--- config.mk ---
export PLATFORM = sky130hd
export DESIGN_NAME = smc_ctrl
export DESIGN_NICKNAME = d
export VERILOG_FILES = /design/src/verilog/smc_pkg.sv /design/src/verilog/smc_ctrl.sv /design/src/verilog/smc_sync3.sv
export VERILOG_INCLUDE_DIRS = /design/src /design/src/verilog
export SDC_FILE = /design/constraint.sdc
export NUM_CORES = 1
export LEC_CHECK = 0
export BUFFER_PORTS_ARGS = -buffer_cell sky130_fd_sc_hd__buf_2
export CAP_MARGIN = 20
export CORE_UTILIZATION = 50
export CTS_BUF_LIST = sky130_fd_sc_hd__clkbuf_8 sky130_fd_sc_hd__clkbuf_16
export CTS_CLUSTER_DIAMETER = 200
export DETAILED_ROUTE_END_ITERATION = 8
export GPL_TIMING_DRIVEN = 0
export HOLD_SLACK_MARGIN = 0.1
export PLACE_DENSITY = 0.76
export SLEW_MARGIN = 5
export SYNTH_ARGS = -nofsm -noshare
export SYNTH_HDL_FRONTEND = slang
export SYNTH_HIERARCHICAL = 1
export SYNTH_SLANG_ARGS = --single-unit
--- constraint.sdc ---
create_clock -name ref_clk_i -period 2.3 [get_ports ref_clk_i]
set_input_delay 0.345 -clock ref_clk_i [delete_from_list [all_inputs] [get_ports ref_clk_i]]
set_output_delay 0.345 -clock ref_clk_i [all_outputs]
set_load 0.01 [all_outputs]
--- src/verilog/smc_defs.svh ---
// sleep mode controller constants: mode codes, field positions, timing counts
// assumes inclusion by bare name from the smc_ctrl module
`ifndef SMC_DEFS_SVH
`define SMC_DEFS_SVH
`define SMC_MODE_IDLE     3'h0
`define SMC_MODE_PDOWN    3'h2
`define SMC_MODE_PSAVE    3'h3
`define SMC_MODE_STDBY    3'h6
`define SMC_MODE_ESTDBY   3'h7
`define SMC_WAKE_ASYNC    0
`define SMC_WAKE_TWI      1
`define SMC_WAKE_RTC      2
`define SMC_WAKE_OTHER    3
`define SMC_HALT_CYCLES   4'h4
`define SMC_OSC_START_NS  1000
`define SMC_CLK_PERIOD_NS 4
`define SMC_OSC_START_CYC ((`SMC_OSC_START_NS + `SMC_CLK_PERIOD_NS - 1) / `SMC_CLK_PERIOD_NS)
`endif

--- src/verilog/smc_pkg.sv ---
// sleep mode controller types
// assumes smc_defs.svh on the include path
package smc_pkg;
    typedef enum logic [2:0] {
        SMC_ACTIVE = 3'h0,
        SMC_ASLEEP = 3'h1,
        SMC_OSCWT  = 3'h3,
        SMC_HALT   = 3'h2
    } smc_state_type;
endpackage

--- src/verilog/smc_ctrl.sv ---
// sleep mode controller: sleep entry, clock gating per mode, wake and halt
// assumes cpu pulses sleep_exec_i on the sleep instruction; interrupt
// controller sequences service routines by priority after cpu_run_o rises
// Behaviour
// - five sleep modes: idle, power-down, power-save, standby, extended standby.
// - sleep entered only from active; entering stops cpu execution.
// - sleep instruction triggers entry using the configured mode.
// - enabled interrupts or resets wake the device, filtered by mode.
// - on wake the waking interrupt's routine runs, then code after sleep.
// - pending higher priority routines run first, in priority order.
// - cpu held halted four cycles after any wake.
// - stopped system clock source adds its start-up time to wake delay.
// - register file, sram and registers keep contents in sleep.
// - reset during sleep restarts from the reset vector.
// - idle stops cpu and nvm clocks; programming finishes; peripherals run.
// - idle accepts any enabled interrupt as wake source.
// - power-down stops all clocks including rtc clock source; the nvm clock still runs while nvm_busy_i is high.
// - power-down wakes only on twi address match or async port interrupt.
// - power-save is power-down plus running rtc and rtc wake.
// - standby is power-down with system clock sources kept running.
// - extended standby is power-save with system clock sources running.
// - per-peripheral power reduction bits gate individual peripheral clocks.
// - mode code 000 idle, 010/011 down/save, 110/111 standby; others reserved.
// - sleep enable bit must be set for the sleep instruction to act.
`timescale 1ns/10ps
`include "smc_defs.svh"
module smc_ctrl
    import smc_pkg::*;
#(
    parameter int NUM_PERIPH    = 8,
    parameter int OSC_START_CYC = `SMC_OSC_START_CYC
) (
    input  wire logic                  ref_clk_i,
    input  wire logic                  nrst_i,
    input  wire logic                  ce_i,
    input  wire logic [2:0]            sleep_mode_select_i,
    input  wire logic                  sleep_enable_bit_i,
    input  wire logic                  sleep_exec_i,
    input  wire logic                  nvm_busy_i,
    input  wire logic                  rtc_enabled_i,
    input  wire logic                  irq_async_port_i,
    input  wire logic                  irq_twi_addr_i,
    input  wire logic                  irq_rtc_i,
    input  wire logic                  irq_other_i,
    input  wire logic [NUM_PERIPH-1:0] power_reduce_i,
    output logic                       cpu_run_o,
    output logic                       asleep_o,
    output logic                       wake_irq_o,
    output logic                       clk_cpu_en_o,
    output logic                       clk_nvm_en_o,
    output logic                       clk_per_en_o,
    output logic                       clk_rtc_en_o,
    output logic                       sys_osc_en_o,
    output logic                       rtc_osc_en_o,
    output logic [NUM_PERIPH-1:0]      periph_clk_en_o
);
    // elaboration check: the wait counter is 16 bits and at least one gate exists
    if (NUM_PERIPH < 1 || OSC_START_CYC < 1 || OSC_START_CYC > 65535) begin : g_bad_param
        $error("smc_ctrl: parameter out of range");
    end

    typedef struct packed {
        smc_state_type st;
        logic [2:0]    mode;
        logic [15:0]   cnt;
        logic          wake_irq;
        logic          cpu_en;
        logic          nvm_en;
        logic          per_en;
        logic          rtc_en;
        logic          sys_en;
        logic          rtco_en;
        logic [NUM_PERIPH-1:0] pclk;
    } smc_ctrl_type;

    smc_ctrl_type st_q;
    smc_ctrl_type st_d;
    logic         async_s;
    logic         twi_s;
    logic         wake_hit;
    logic         mode_legal;

    // asynchronous wake pins are synchronised; rtc and other irqs are on this clock
    smc_sync3 u_sync_async (
        .ref_clk_i (ref_clk_i),
        .nrst_i    (nrst_i),
        .ce_i      (ce_i),
        .async_i   (irq_async_port_i),
        .sync_o    (async_s)
    );
    smc_sync3 u_sync_twi (
        .ref_clk_i (ref_clk_i),
        .nrst_i    (nrst_i),
        .ce_i      (ce_i),
        .async_i   (irq_twi_addr_i),
        .sync_o    (twi_s)
    );

    always_comb begin
        unique case (sleep_mode_select_i)
            `SMC_MODE_IDLE, `SMC_MODE_PDOWN, `SMC_MODE_PSAVE,
            `SMC_MODE_STDBY, `SMC_MODE_ESTDBY: mode_legal = 1'b1;
            default: mode_legal = 1'b0;
        endcase
    end

    // wake filter per held mode
    always_comb begin
        wake_hit = async_s | twi_s;
        unique case (st_q.mode)
            `SMC_MODE_IDLE: wake_hit = wake_hit | irq_rtc_i | irq_other_i;
            `SMC_MODE_PSAVE, `SMC_MODE_ESTDBY:
                wake_hit = wake_hit | (irq_rtc_i & rtc_enabled_i);
            default: wake_hit = wake_hit;
        endcase
    end

    always_comb begin
        st_d = st_q;
        st_d.wake_irq = 1'b0;
        unique case (st_q.st)
            SMC_ACTIVE: begin
                // sleep only with enable set and a legal mode
                if (sleep_exec_i && sleep_enable_bit_i && mode_legal) begin
                    st_d.st     = SMC_ASLEEP;
                    st_d.mode   = sleep_mode_select_i;
                    st_d.cpu_en = 1'b0;
                    st_d.nvm_en = nvm_busy_i;
                    unique case (sleep_mode_select_i)
                        `SMC_MODE_IDLE: begin
                            st_d.per_en = 1'b1;
                            st_d.rtc_en = 1'b1;
                            st_d.sys_en = 1'b1;
                            st_d.rtco_en = 1'b1;
                        end
                        `SMC_MODE_PDOWN: begin
                            st_d.per_en = 1'b0;
                            st_d.rtc_en = 1'b0;
                            st_d.sys_en = 1'b0;
                            st_d.rtco_en = 1'b0;
                        end
                        `SMC_MODE_PSAVE: begin
                            st_d.per_en = 1'b0;
                            st_d.rtc_en = rtc_enabled_i;
                            st_d.sys_en = 1'b0;
                            st_d.rtco_en = rtc_enabled_i;
                        end
                        `SMC_MODE_STDBY: begin
                            st_d.per_en = 1'b0;
                            st_d.rtc_en = 1'b0;
                            st_d.sys_en = 1'b1;
                            st_d.rtco_en = 1'b0;
                        end
                        default: begin
                            st_d.per_en = 1'b0;
                            st_d.rtc_en = rtc_enabled_i;
                            st_d.sys_en = 1'b1;
                            st_d.rtco_en = rtc_enabled_i;
                        end
                    endcase
                end
            end
            SMC_ASLEEP: begin
                // ongoing nvm programming keeps its clock until done
                if (!nvm_busy_i) begin
                    st_d.nvm_en = 1'b0;
                end
                if (wake_hit) begin
                    st_d.per_en  = 1'b1;
                    st_d.rtc_en  = 1'b1;
                    st_d.rtco_en = 1'b1;
                    st_d.nvm_en  = 1'b1;
                    if (!st_q.sys_en) begin
                        st_d.sys_en = 1'b1;
                        st_d.st     = SMC_OSCWT;
                        st_d.cnt    = OSC_START_CYC[15:0] - 16'h0001;
                    end else begin
                        st_d.st  = SMC_HALT;
                        st_d.cnt = {12'h000, `SMC_HALT_CYCLES} - 16'h0001;
                    end
                end
            end
            SMC_OSCWT: begin
                if (st_q.cnt == 16'h0000) begin
                    st_d.st  = SMC_HALT;
                    st_d.cnt = {12'h000, `SMC_HALT_CYCLES} - 16'h0001;
                end else begin
                    st_d.cnt = st_q.cnt - 16'h0001;
                end
            end
            SMC_HALT: begin
                if (st_q.cnt == 16'h0000) begin
                    st_d.st       = SMC_ACTIVE;
                    st_d.cpu_en   = 1'b1;
                    st_d.wake_irq = 1'b1;
                end else begin
                    st_d.cnt = st_q.cnt - 16'h0001;
                end
            end
            default: st_d.st = SMC_ACTIVE;
        endcase
        // power reduction gates apply only while the peripheral clock runs
        st_d.pclk = st_d.per_en ? ~power_reduce_i : '0;
    end

    // only clock enables change; no storage is cleared by sleep
    // synchronous reset from any state returns to active
    always_ff @(posedge ref_clk_i) begin
        if (!nrst_i) begin
            st_q.st       <= SMC_ACTIVE;
            st_q.mode     <= `SMC_MODE_IDLE;
            st_q.cnt      <= 16'h0000;
            st_q.wake_irq <= 1'b0;
            st_q.cpu_en   <= 1'b1;
            st_q.nvm_en   <= 1'b1;
            st_q.per_en   <= 1'b1;
            st_q.rtc_en   <= 1'b1;
            st_q.sys_en   <= 1'b1;
            st_q.rtco_en  <= 1'b1;
            st_q.pclk     <= '1;
        end else if (ce_i) begin
            st_q <= st_d;
        end
    end

    assign cpu_run_o       = st_q.cpu_en;
    assign asleep_o        = (st_q.st == SMC_ASLEEP);
    assign wake_irq_o      = st_q.wake_irq;
    assign clk_cpu_en_o    = st_q.cpu_en;
    assign clk_nvm_en_o    = st_q.nvm_en;
    assign clk_per_en_o    = st_q.per_en;
    assign clk_rtc_en_o    = st_q.rtc_en;
    assign sys_osc_en_o    = st_q.sys_en;
    assign rtc_osc_en_o    = st_q.rtco_en;
    assign periph_clk_en_o = st_q.pclk;

    // assertions
    a_sleep_entry: assert property (@(posedge ref_clk_i) disable iff (!nrst_i)
        (ce_i && st_q.st == SMC_ACTIVE && sleep_exec_i && sleep_enable_bit_i && mode_legal)
        |=> (st_q.st == SMC_ASLEEP && !cpu_run_o))
        else $error("sleep entry missed");
    a_no_enable: assert property (@(posedge ref_clk_i) disable iff (!nrst_i)
        (st_q.st == SMC_ACTIVE && !sleep_enable_bit_i) |=> cpu_run_o)
        else $error("sleep taken without enable");
    a_halt_four: assert property (@(posedge ref_clk_i) disable iff (!nrst_i)
        ($rose(st_q.st == SMC_HALT) && ce_i) |-> (!cpu_run_o [*4] ##1 1'b1))
        else $error("halt shorter than four cycles");
    a_pdown_clocks: assert property (@(posedge ref_clk_i) disable iff (!nrst_i)
        (asleep_o && st_q.mode == `SMC_MODE_PDOWN) |-> !(clk_per_en_o | clk_rtc_en_o
        | sys_osc_en_o | rtc_osc_en_o))
        else $error("clock running in power-down");
    a_stdby_osc: assert property (@(posedge ref_clk_i) disable iff (!nrst_i)
        (asleep_o && st_q.mode == `SMC_MODE_STDBY) |-> (sys_osc_en_o && !clk_rtc_en_o))
        else $error("standby oscillator state wrong");
    a_idle_per: assert property (@(posedge ref_clk_i) disable iff (!nrst_i)
        (asleep_o && st_q.mode == `SMC_MODE_IDLE) |-> (clk_per_en_o && !clk_cpu_en_o))
        else $error("idle clock state wrong");
    a_pdown_nowake: assert property (@(posedge ref_clk_i) disable iff (!nrst_i)
        (ce_i && asleep_o && st_q.mode == `SMC_MODE_PDOWN && !async_s && !twi_s)
        |=> asleep_o)
        else $error("illegal wake in power-down");
    a_osc_wait: assert property (@(posedge ref_clk_i) disable iff (!nrst_i)
        (ce_i && asleep_o && wake_hit && !sys_osc_en_o) |=> (st_q.st == SMC_OSCWT))
        else $error("oscillator start-up skipped");
    a_pr_gate: assert property (@(posedge ref_clk_i) disable iff (!nrst_i)
        ##1 (ce_i && clk_per_en_o && $past(ce_i)) |-> (periph_clk_en_o == ~$past(power_reduce_i)))
        else $error("power reduction gate wrong");
    a_sleep_nocpu: assert property (@(posedge ref_clk_i) disable iff (!nrst_i)
        asleep_o |-> (!cpu_run_o && !clk_cpu_en_o))
        else $error("cpu running while asleep");
    a_wake_pulse: assert property (@(posedge ref_clk_i) disable iff (!nrst_i)
        (ce_i && wake_irq_o) |-> (cpu_run_o ##1 !wake_irq_o))
        else $error("wake pulse not single");
    a_reserved_ignored: assert property (@(posedge ref_clk_i) disable iff (!nrst_i)
        (ce_i && st_q.st == SMC_ACTIVE && sleep_exec_i && !mode_legal)
        |=> (!asleep_o && cpu_run_o))
        else $error("reserved mode entered sleep");
    a_psave_clocks: assert property (@(posedge ref_clk_i) disable iff (!nrst_i)
        (asleep_o && st_q.mode == `SMC_MODE_PSAVE)
        |-> (!clk_per_en_o && !sys_osc_en_o && clk_rtc_en_o == rtc_osc_en_o))
        else $error("power-save clock state wrong");
    a_estdby_osc: assert property (@(posedge ref_clk_i) disable iff (!nrst_i)
        (asleep_o && st_q.mode == `SMC_MODE_ESTDBY)
        |-> (sys_osc_en_o && !clk_per_en_o && clk_rtc_en_o == rtc_osc_en_o))
        else $error("extended standby clock state wrong");
    a_stdby_nowake: assert property (@(posedge ref_clk_i) disable iff (!nrst_i)
        (ce_i && asleep_o && st_q.mode == `SMC_MODE_STDBY && !async_s && !twi_s)
        |=> asleep_o)
        else $error("illegal wake in standby");
    a_psave_nowake: assert property (@(posedge ref_clk_i) disable iff (!nrst_i)
        (ce_i && asleep_o && st_q.mode == `SMC_MODE_PSAVE && !async_s && !twi_s
        && !(irq_rtc_i && rtc_enabled_i)) |=> asleep_o)
        else $error("illegal wake in power-save");
    a_idle_wake: assert property (@(posedge ref_clk_i) disable iff (!nrst_i)
        (ce_i && asleep_o && st_q.mode == `SMC_MODE_IDLE && irq_other_i) |=> !asleep_o)
        else $error("idle ignored an interrupt");
    a_nvm_hold: assert property (@(posedge ref_clk_i) disable iff (!nrst_i)
        (ce_i && asleep_o && nvm_busy_i && clk_nvm_en_o) |=> clk_nvm_en_o)
        else $error("nvm clock cut during programming");
    a_wake_clocks: assert property (@(posedge ref_clk_i) disable iff (!nrst_i)
        (ce_i && asleep_o && wake_hit) |=> (!asleep_o && clk_per_en_o && sys_osc_en_o))
        else $error("wake did not restore clocks");
endmodule

--- src/verilog/smc_sync3.sv ---
// three-stage synchroniser for one asynchronous level
// assumes the level is steady long enough to be seen twice
`timescale 1ns/10ps
module smc_sync3 (
    input  wire logic ref_clk_i,
    input  wire logic nrst_i,
    input  wire logic ce_i,
    input  wire logic async_i,
    output logic      sync_o
);
    typedef struct packed {
        logic s1;
        logic s2;
        logic s3;
        logic out;
    } smc_sync_type;
    smc_sync_type st_q;
    smc_sync_type st_d;
    always_comb begin
        st_d = st_q;
        st_d.s1 = async_i;
        st_d.s2 = st_q.s1;
        st_d.s3 = st_q.s2;
        if (st_q.s2 == st_q.s3) begin
            st_d.out = st_q.s3;
        end
    end
    always_ff @(posedge ref_clk_i) begin
        if (!nrst_i) begin
            st_q <= '0;
        end else if (ce_i) begin
            st_q <= st_d;
        end
    end
    assign sync_o = st_q.out;
endmodule
== Word level (Yosys, flattened, before mapping) ==
Index checks and enable logic that the tools add are counted.
Word-level totals
  flip-flop bits (word level): 45
  input port bits: 22
  word-level logic and storage cells: 84
Cells by class
  add/sub/neg operators: 1
  equal/unequal tests: 17
  multiplexer cells: 22
  bitwise operators: 6
  reductions and logical operators: 19
Operators by type and width (number)
  16-bit 2-to-1 mux: 3
  16-bit case mux with 3 select lines: 1
  16-bit logical NOT: 1
  8-bit 2-to-1 mux: 2
  4-bit case mux with 4 select lines: 1
  4-bit AND reduction: 4
  16-bit by 1-bit subtractor with 16-bit output, second input constant: 1
  3-bit by 2-bit equality test with 1-bit output, second input constant: 5
  6-bit 2-to-1 mux: 2
  3-bit case mux with 4 select lines: 1
  5-bit case mux with 2 select lines: 1
  3-bit equality test, second input constant: 3
  3-bit logical NOT: 3
  3-bit 2-to-1 mux: 3
  2-bit != test, second input constant: 4
  8-bit inverter: 1
  5-bit 2-to-1 mux: 1
  5-bit AND reduction: 1
  5-bit OR reduction: 1
  1-bit 2-to-1 mux: 4
  1-bit bitwise OR: 4
  1-bit case mux with 2 select lines: 2
  2-bit AND reduction: 2
  2-bit nonzero test: 2
  10 further kinds: 12

== Depth between registers and ports, before layout ==
  depth after elaboration: 7
  mapped depth: 8
  depth with buffers taken out: 7

== By module ==
The synthesis kept the hierarchy.
Modules (own cells, without submodules)
  smc_ctrl: times used 1, cells an instance 237, area an instance 1948.1 µm²
  smc_sync3: times used 2, cells an instance 17, area an instance 172.7 µm²

== Least setup slack after synthesis ==
Ideal clock, no wire load.
  path kind: register to register
  start point: register st_q[35] (netlist name)
  end point: register st_q[28] (netlist name)
  data arrival time: 2058 ps
  path slack: 170 ps
  cell stages (with the launch flop): 8
  cell sequence: dfxtp_1 inv_1 ha_1 nor4b_2 a211o_1 buf_2 or4_1 a21oi_1
Between the ends
  longest elaborated chain between the ends: 3
  elaborated cells on any way between the ends: 8
RTL lines
  start: declaration: RTL line smc_ctrl.sv:76  | smc_ctrl_type st_q;
  start signal: assignment: RTL line smc_ctrl.sv:222  | st_q <= st_d;
  3-bit by 1-bit equality test with 1-bit output *
  net asleep_o: RTL line smc_ctrl.sv:47  | output logic asleep_o,
  2-bit by 1-bit != test with 1-bit output (no source line) or 3-bit nonzero test (tied branches)
  4-bit AND reduction (no source line)
The timed path passes the listed nets; every way through them passes the cells marked *.
A chain may end at the register's enable or synchronous reset.

== Worst setup path after layout ==
  start point: register st_q[34] (netlist name)
  end point: register st_q[22] (netlist name)
Between the ends
  longest elaborated chain between the ends: 3
  elaborated cells on any way between the ends: 8
RTL lines
  3-bit by 2-bit equality test with 1-bit output or 3-bit by 1-bit equality test with 1-bit output (tied branches): RTL line smc_ctrl.sv:121  | unique case (st_q.st)
  2-bit != test (no source line) (tied with other cells)
  4-bit AND reduction (no source line)
Several ways; a longest one is shown, not always the timed one.

==> results.sh <==
export IMPL_status="complete, no violations"
export IMPL_syn_avg_cell_area_sq_um=8.463
export IMPL_period_share_pct=95.16
export IMPL_gp_congestion=0.8394
export IMPL_final_common_cell="dfxtp_1"
export IMPL_diodes=0
export IMPL_dp_hpwl_um=3731
export IMPL_cts_max_level=2
export IMPL_rows=24
export IMPL_portBuffers=37
export IMPL_cts_tree="built"
export IMPL_p_leak_nw=1.183
export IMPL_viasPerCell=5.845
export IMPL_arrival_ns=2.35
export IMPL_hold_viol=0
export IMPL_area_growth_pct=22.10
export IMPL_synthesis_nets=300
export IMPL_cp_max_fo=8
export IMPL_antenna_found_initial=0
export IMPL_grt_ovfl_total=0
export IMPL_reg2reg_to="st_q[22]"
export IMPL_critical_path_required_ns=2.46
export IMPL_max_clock_path_buffers=2
export IMPL_setup_violations=0
export IMPL_max_freq_mhz=456.9
export IMPL_start_kind="flop"
export IMPL_ys_ff_latch=43
export IMPL_grt_max_degree=13
export IMPL_drive_gt1_share_pct=27.55
export IMPL_syn_instance_count=271
export IMPL_timing_reg2reg_setup_slack_ns=0.11
export IMPL_dr_pass1_iters=4
export IMPL_ant_nets=0
export IMPL_vias=2192
export IMPL_power_density_mw_per_mm2=521.2
export IMPL_dieWidth_um=69.73
export IMPL_fin_crit_ns=2.189
export IMPL_nets=352
export IMPL_worst_slew_pin_slew_ns=0.5718
export IMPL_drt_first_iter_violations=94
export IMPL_preCtsSetupSlack_ns=-0.2586
export IMPL_insertion_delay_ns=0.29
export IMPL_rsz0062_at_grt="true"
export IMPL_grt_pass1_vias=1967
export IMPL_grt_pass1_wl_um=8859
export IMPL_grtUsageTotal_pct=22.19
export IMPL_start_util_pct=52.31
export IMPL_r2r_start="st_q[34]"
export IMPL_dieArea_sq_mm=0.004862
export IMPL_io_pins=39
export IMPL_min_to="periph_clk_en_o[3]"
export IMPL_netlist_area_sq_mm=0.002293
export IMPL_cts_sinks=43
export IMPL_cts_root_buffer="clkbuf_8"
export IMPL_setup_ws_ns=0.1114
export IMPL_peakVddDrop_mv=0.5005
export IMPL_final_cell_mix="dfxtp_1, buf_2, a21oi_1, nor2_1, buf_4"
export IMPL_yosys_warnings=6
export IMPL_end_kind="flop"
export IMPL_core_sq_mm=0.004384
export IMPL_path_class="flop to flop"
export IMPL_wirelength_um=5395
export IMPL_synth_seq_area_share_pct=37.53
export IMPL_fin_worst_skew_ns=0.007193
export IMPL_ys_types=48
export IMPL_rr_worst_depth=8
export IMPL_min_path_type="input pin to flop"
export IMPL_min_from="power_reduce_i[3]"
export IMPL_relSlewSlack_pct=61.59
export IMPL_slew_viol_final=0
export IMPL_setup_tns_final_ns=0
export IMPL_cap_violations=0
export IMPL_drc_errors=0
export IMPL_cts_clk_slew_worst_paths_ns=0.08
export IMPL_hold_path_depth=2
export IMPL_numCtsBuffers=5
export IMPL_die_y_um=69.73
export IMPL_wl_per_cell_um=14.39
-- report_power, final --
| part | switching, W | internal (W) |
|---|---|---|
| sequential | 0.0000152 | 0.000767 |
| combinational | 0.000102 | 0.0000913 |
| clock | 0.000248 | 0.000236 |
-- cells in the mapped netlist, drive strengths merged --
| cell type | n | area share [%] |
|---|---|---|
| or3 | 4 | 1.1 |
| and3 | 2 | 0.55 |
| nand2b | 2 | 0.55 |
| o21ai | 14 | 3.1 |
| nor4b | 2 | 1.0 |
| a41oi | 1 | 0.38 |
| a211o | 2 | 0.76 |
| mux2i | 11 | 4.8 |
| o32ai | 5 | 2.6 |
| and3b | 1 | 0.38 |
| nand3b | 2 | 0.65 |
| o22ai | 5 | 1.4 |
| inv | 12 | 2.0 |
| clkinv | 1 | 0.16 |
| o21a | 2 | 0.65 |
| nand3 | 6 | 1.3 |
| o311ai | 1 | 0.38 |
| nand4 | 2 | 0.55 |
| a21o | 1 | 0.33 |
| a31oi | 4 | 1.1 |
| a211oi | 3 | 0.98 |
| dfxtp | 43 | 38 |
| o31ai | 8 | 2.6 |
| buf | 14 | 4.1 |
| a221o | 1 | 0.44 |
| nand2 | 18 | 2.9 |
| nor2 | 22 | 3.6 |
| a21bo | 1 | 0.44 |
| and2 | 1 | 0.27 |
| a21boi | 1 | 0.33 |
| a21oi | 32 | 7.0 |
| o21bai | 1 | 0.33 |
| or4bb | 1 | 0.49 |
| nor3b | 1 | 0.33 |
| or4 | 16 | 5.4 |
| nor2b | 2 | 1.2 |
| ha | 7 | 3.8 |
| clkbuf | 7 | 1.3 |
| nor3 | 6 | 1.5 |
| and4 | 1 | 0.38 |
| nor4 | 5 | 1.4 |
-- stage by stage --
| stage | utilization (%) | hold slack [ns] | power (W) | std cells | instance area (sq um) |
|---|---|---|---|---|---|
| finish | 63.87 | 0.2395 | 0.001459 | 375 | 2800 |
| global route | 63.87 | 0.2362 | 0.001521 | 375 | 2800 |
| CTS | 61.27 | 0.2383 | 0.001458 | 368 | 2686 |
| detailed placement | 58.02 | 0.4579 | 0.0009767 | 360 | 2544 |
| global placement | 58.02 | 0.4527 | 0.0009730 | 360 | 2544 |
| floorplan | - | 0.4402 | 0.0009159 | 271 | 2293 |
-- layer usage --
metal  wire (um)  track usage [%]  vias to the layer above
li1            -                -                     1101
met1        2476            29.01                     1036
met2        2652            37.43                       47
met3         196            3.634                        8
met4          70            6.889                        0
met5           0                0                        -
-- cells by family after synthesis --
| group | share of synthesized area, % |
|---|---|
| simple gates | 23.62 |
| compound gates | 22.70 |
| flops | 37.53 |
| buf+inv | 7.528 |
| mux | 4.801 |
| fa+ha+maj | 3.819 |
-- final cells by class --
type / instances / area (sq um)
fillers: 388 / 1584
multi-input cells: 194 / 1351
flip-flops and latches: 43 / 863.3
repair buffers: 45 / 245.2
plain buffers: 21 / 138.9
clock buffers: 6 / 82.58
well taps: 52 / 65.06
inverters: 13 / 48.80
clock inverters: 1 / 5.005
-- timing repair --
item / 4_1_cts / 5_1_grt
endpoints found under the setup margin: 27 / 23
hold buffers: 0 / 0
buffers inserted: 1 / 7
pin swaps: 0 / 2
resized for setup: 9 / 16
-- flip-flops by register name, summed over array words and instances, names as in the netlist --
signal and cells:
st_q 21, periph_clk_en_o 8, u_sync_async/st_d 2, u_sync_twi/st_d 2, clk_cpu_en_o 1, clk_nvm_en_o 1, clk_per_en_o 1, clk_rtc_en_o 1
sys_osc_en_o 1, u_sync_async/st_q 1, u_sync_async/sync_o 1, u_sync_twi/st_q 1, u_sync_twi/sync_o 1, wake_irq_o 1
-- critical path: stages (launching register included) --
cell and delay, ns:
dfxtp_2 0.34, inv_2 0.09, ha_4 0.18, or4bb_4 0.55, nor4_4 0.38, buf_6 0.18, buf_4 0.12, nand2b_1 0.14
o32ai_1 0.10
-- worst max-delay path by stage --
stage	startpoint	endpoint	slack [ns]	depth (start not counted)
2_1_floorplan	st_q[35]	st_q[28]	0.17	7
3_3_place_gp	st_q[34]	st_q[23]	-0.20	8
3_5_place_dp	st_q[34]	st_q[23]	-0.26	8
4_1_cts	st_q[34]	st_q[23]	0.02	8
5_1_grt	st_q[34]	st_q[17]	-0.02	8
6_report	st_q[34]	st_q[22]	0.11	8
Power figures use the tool's default switching activity.
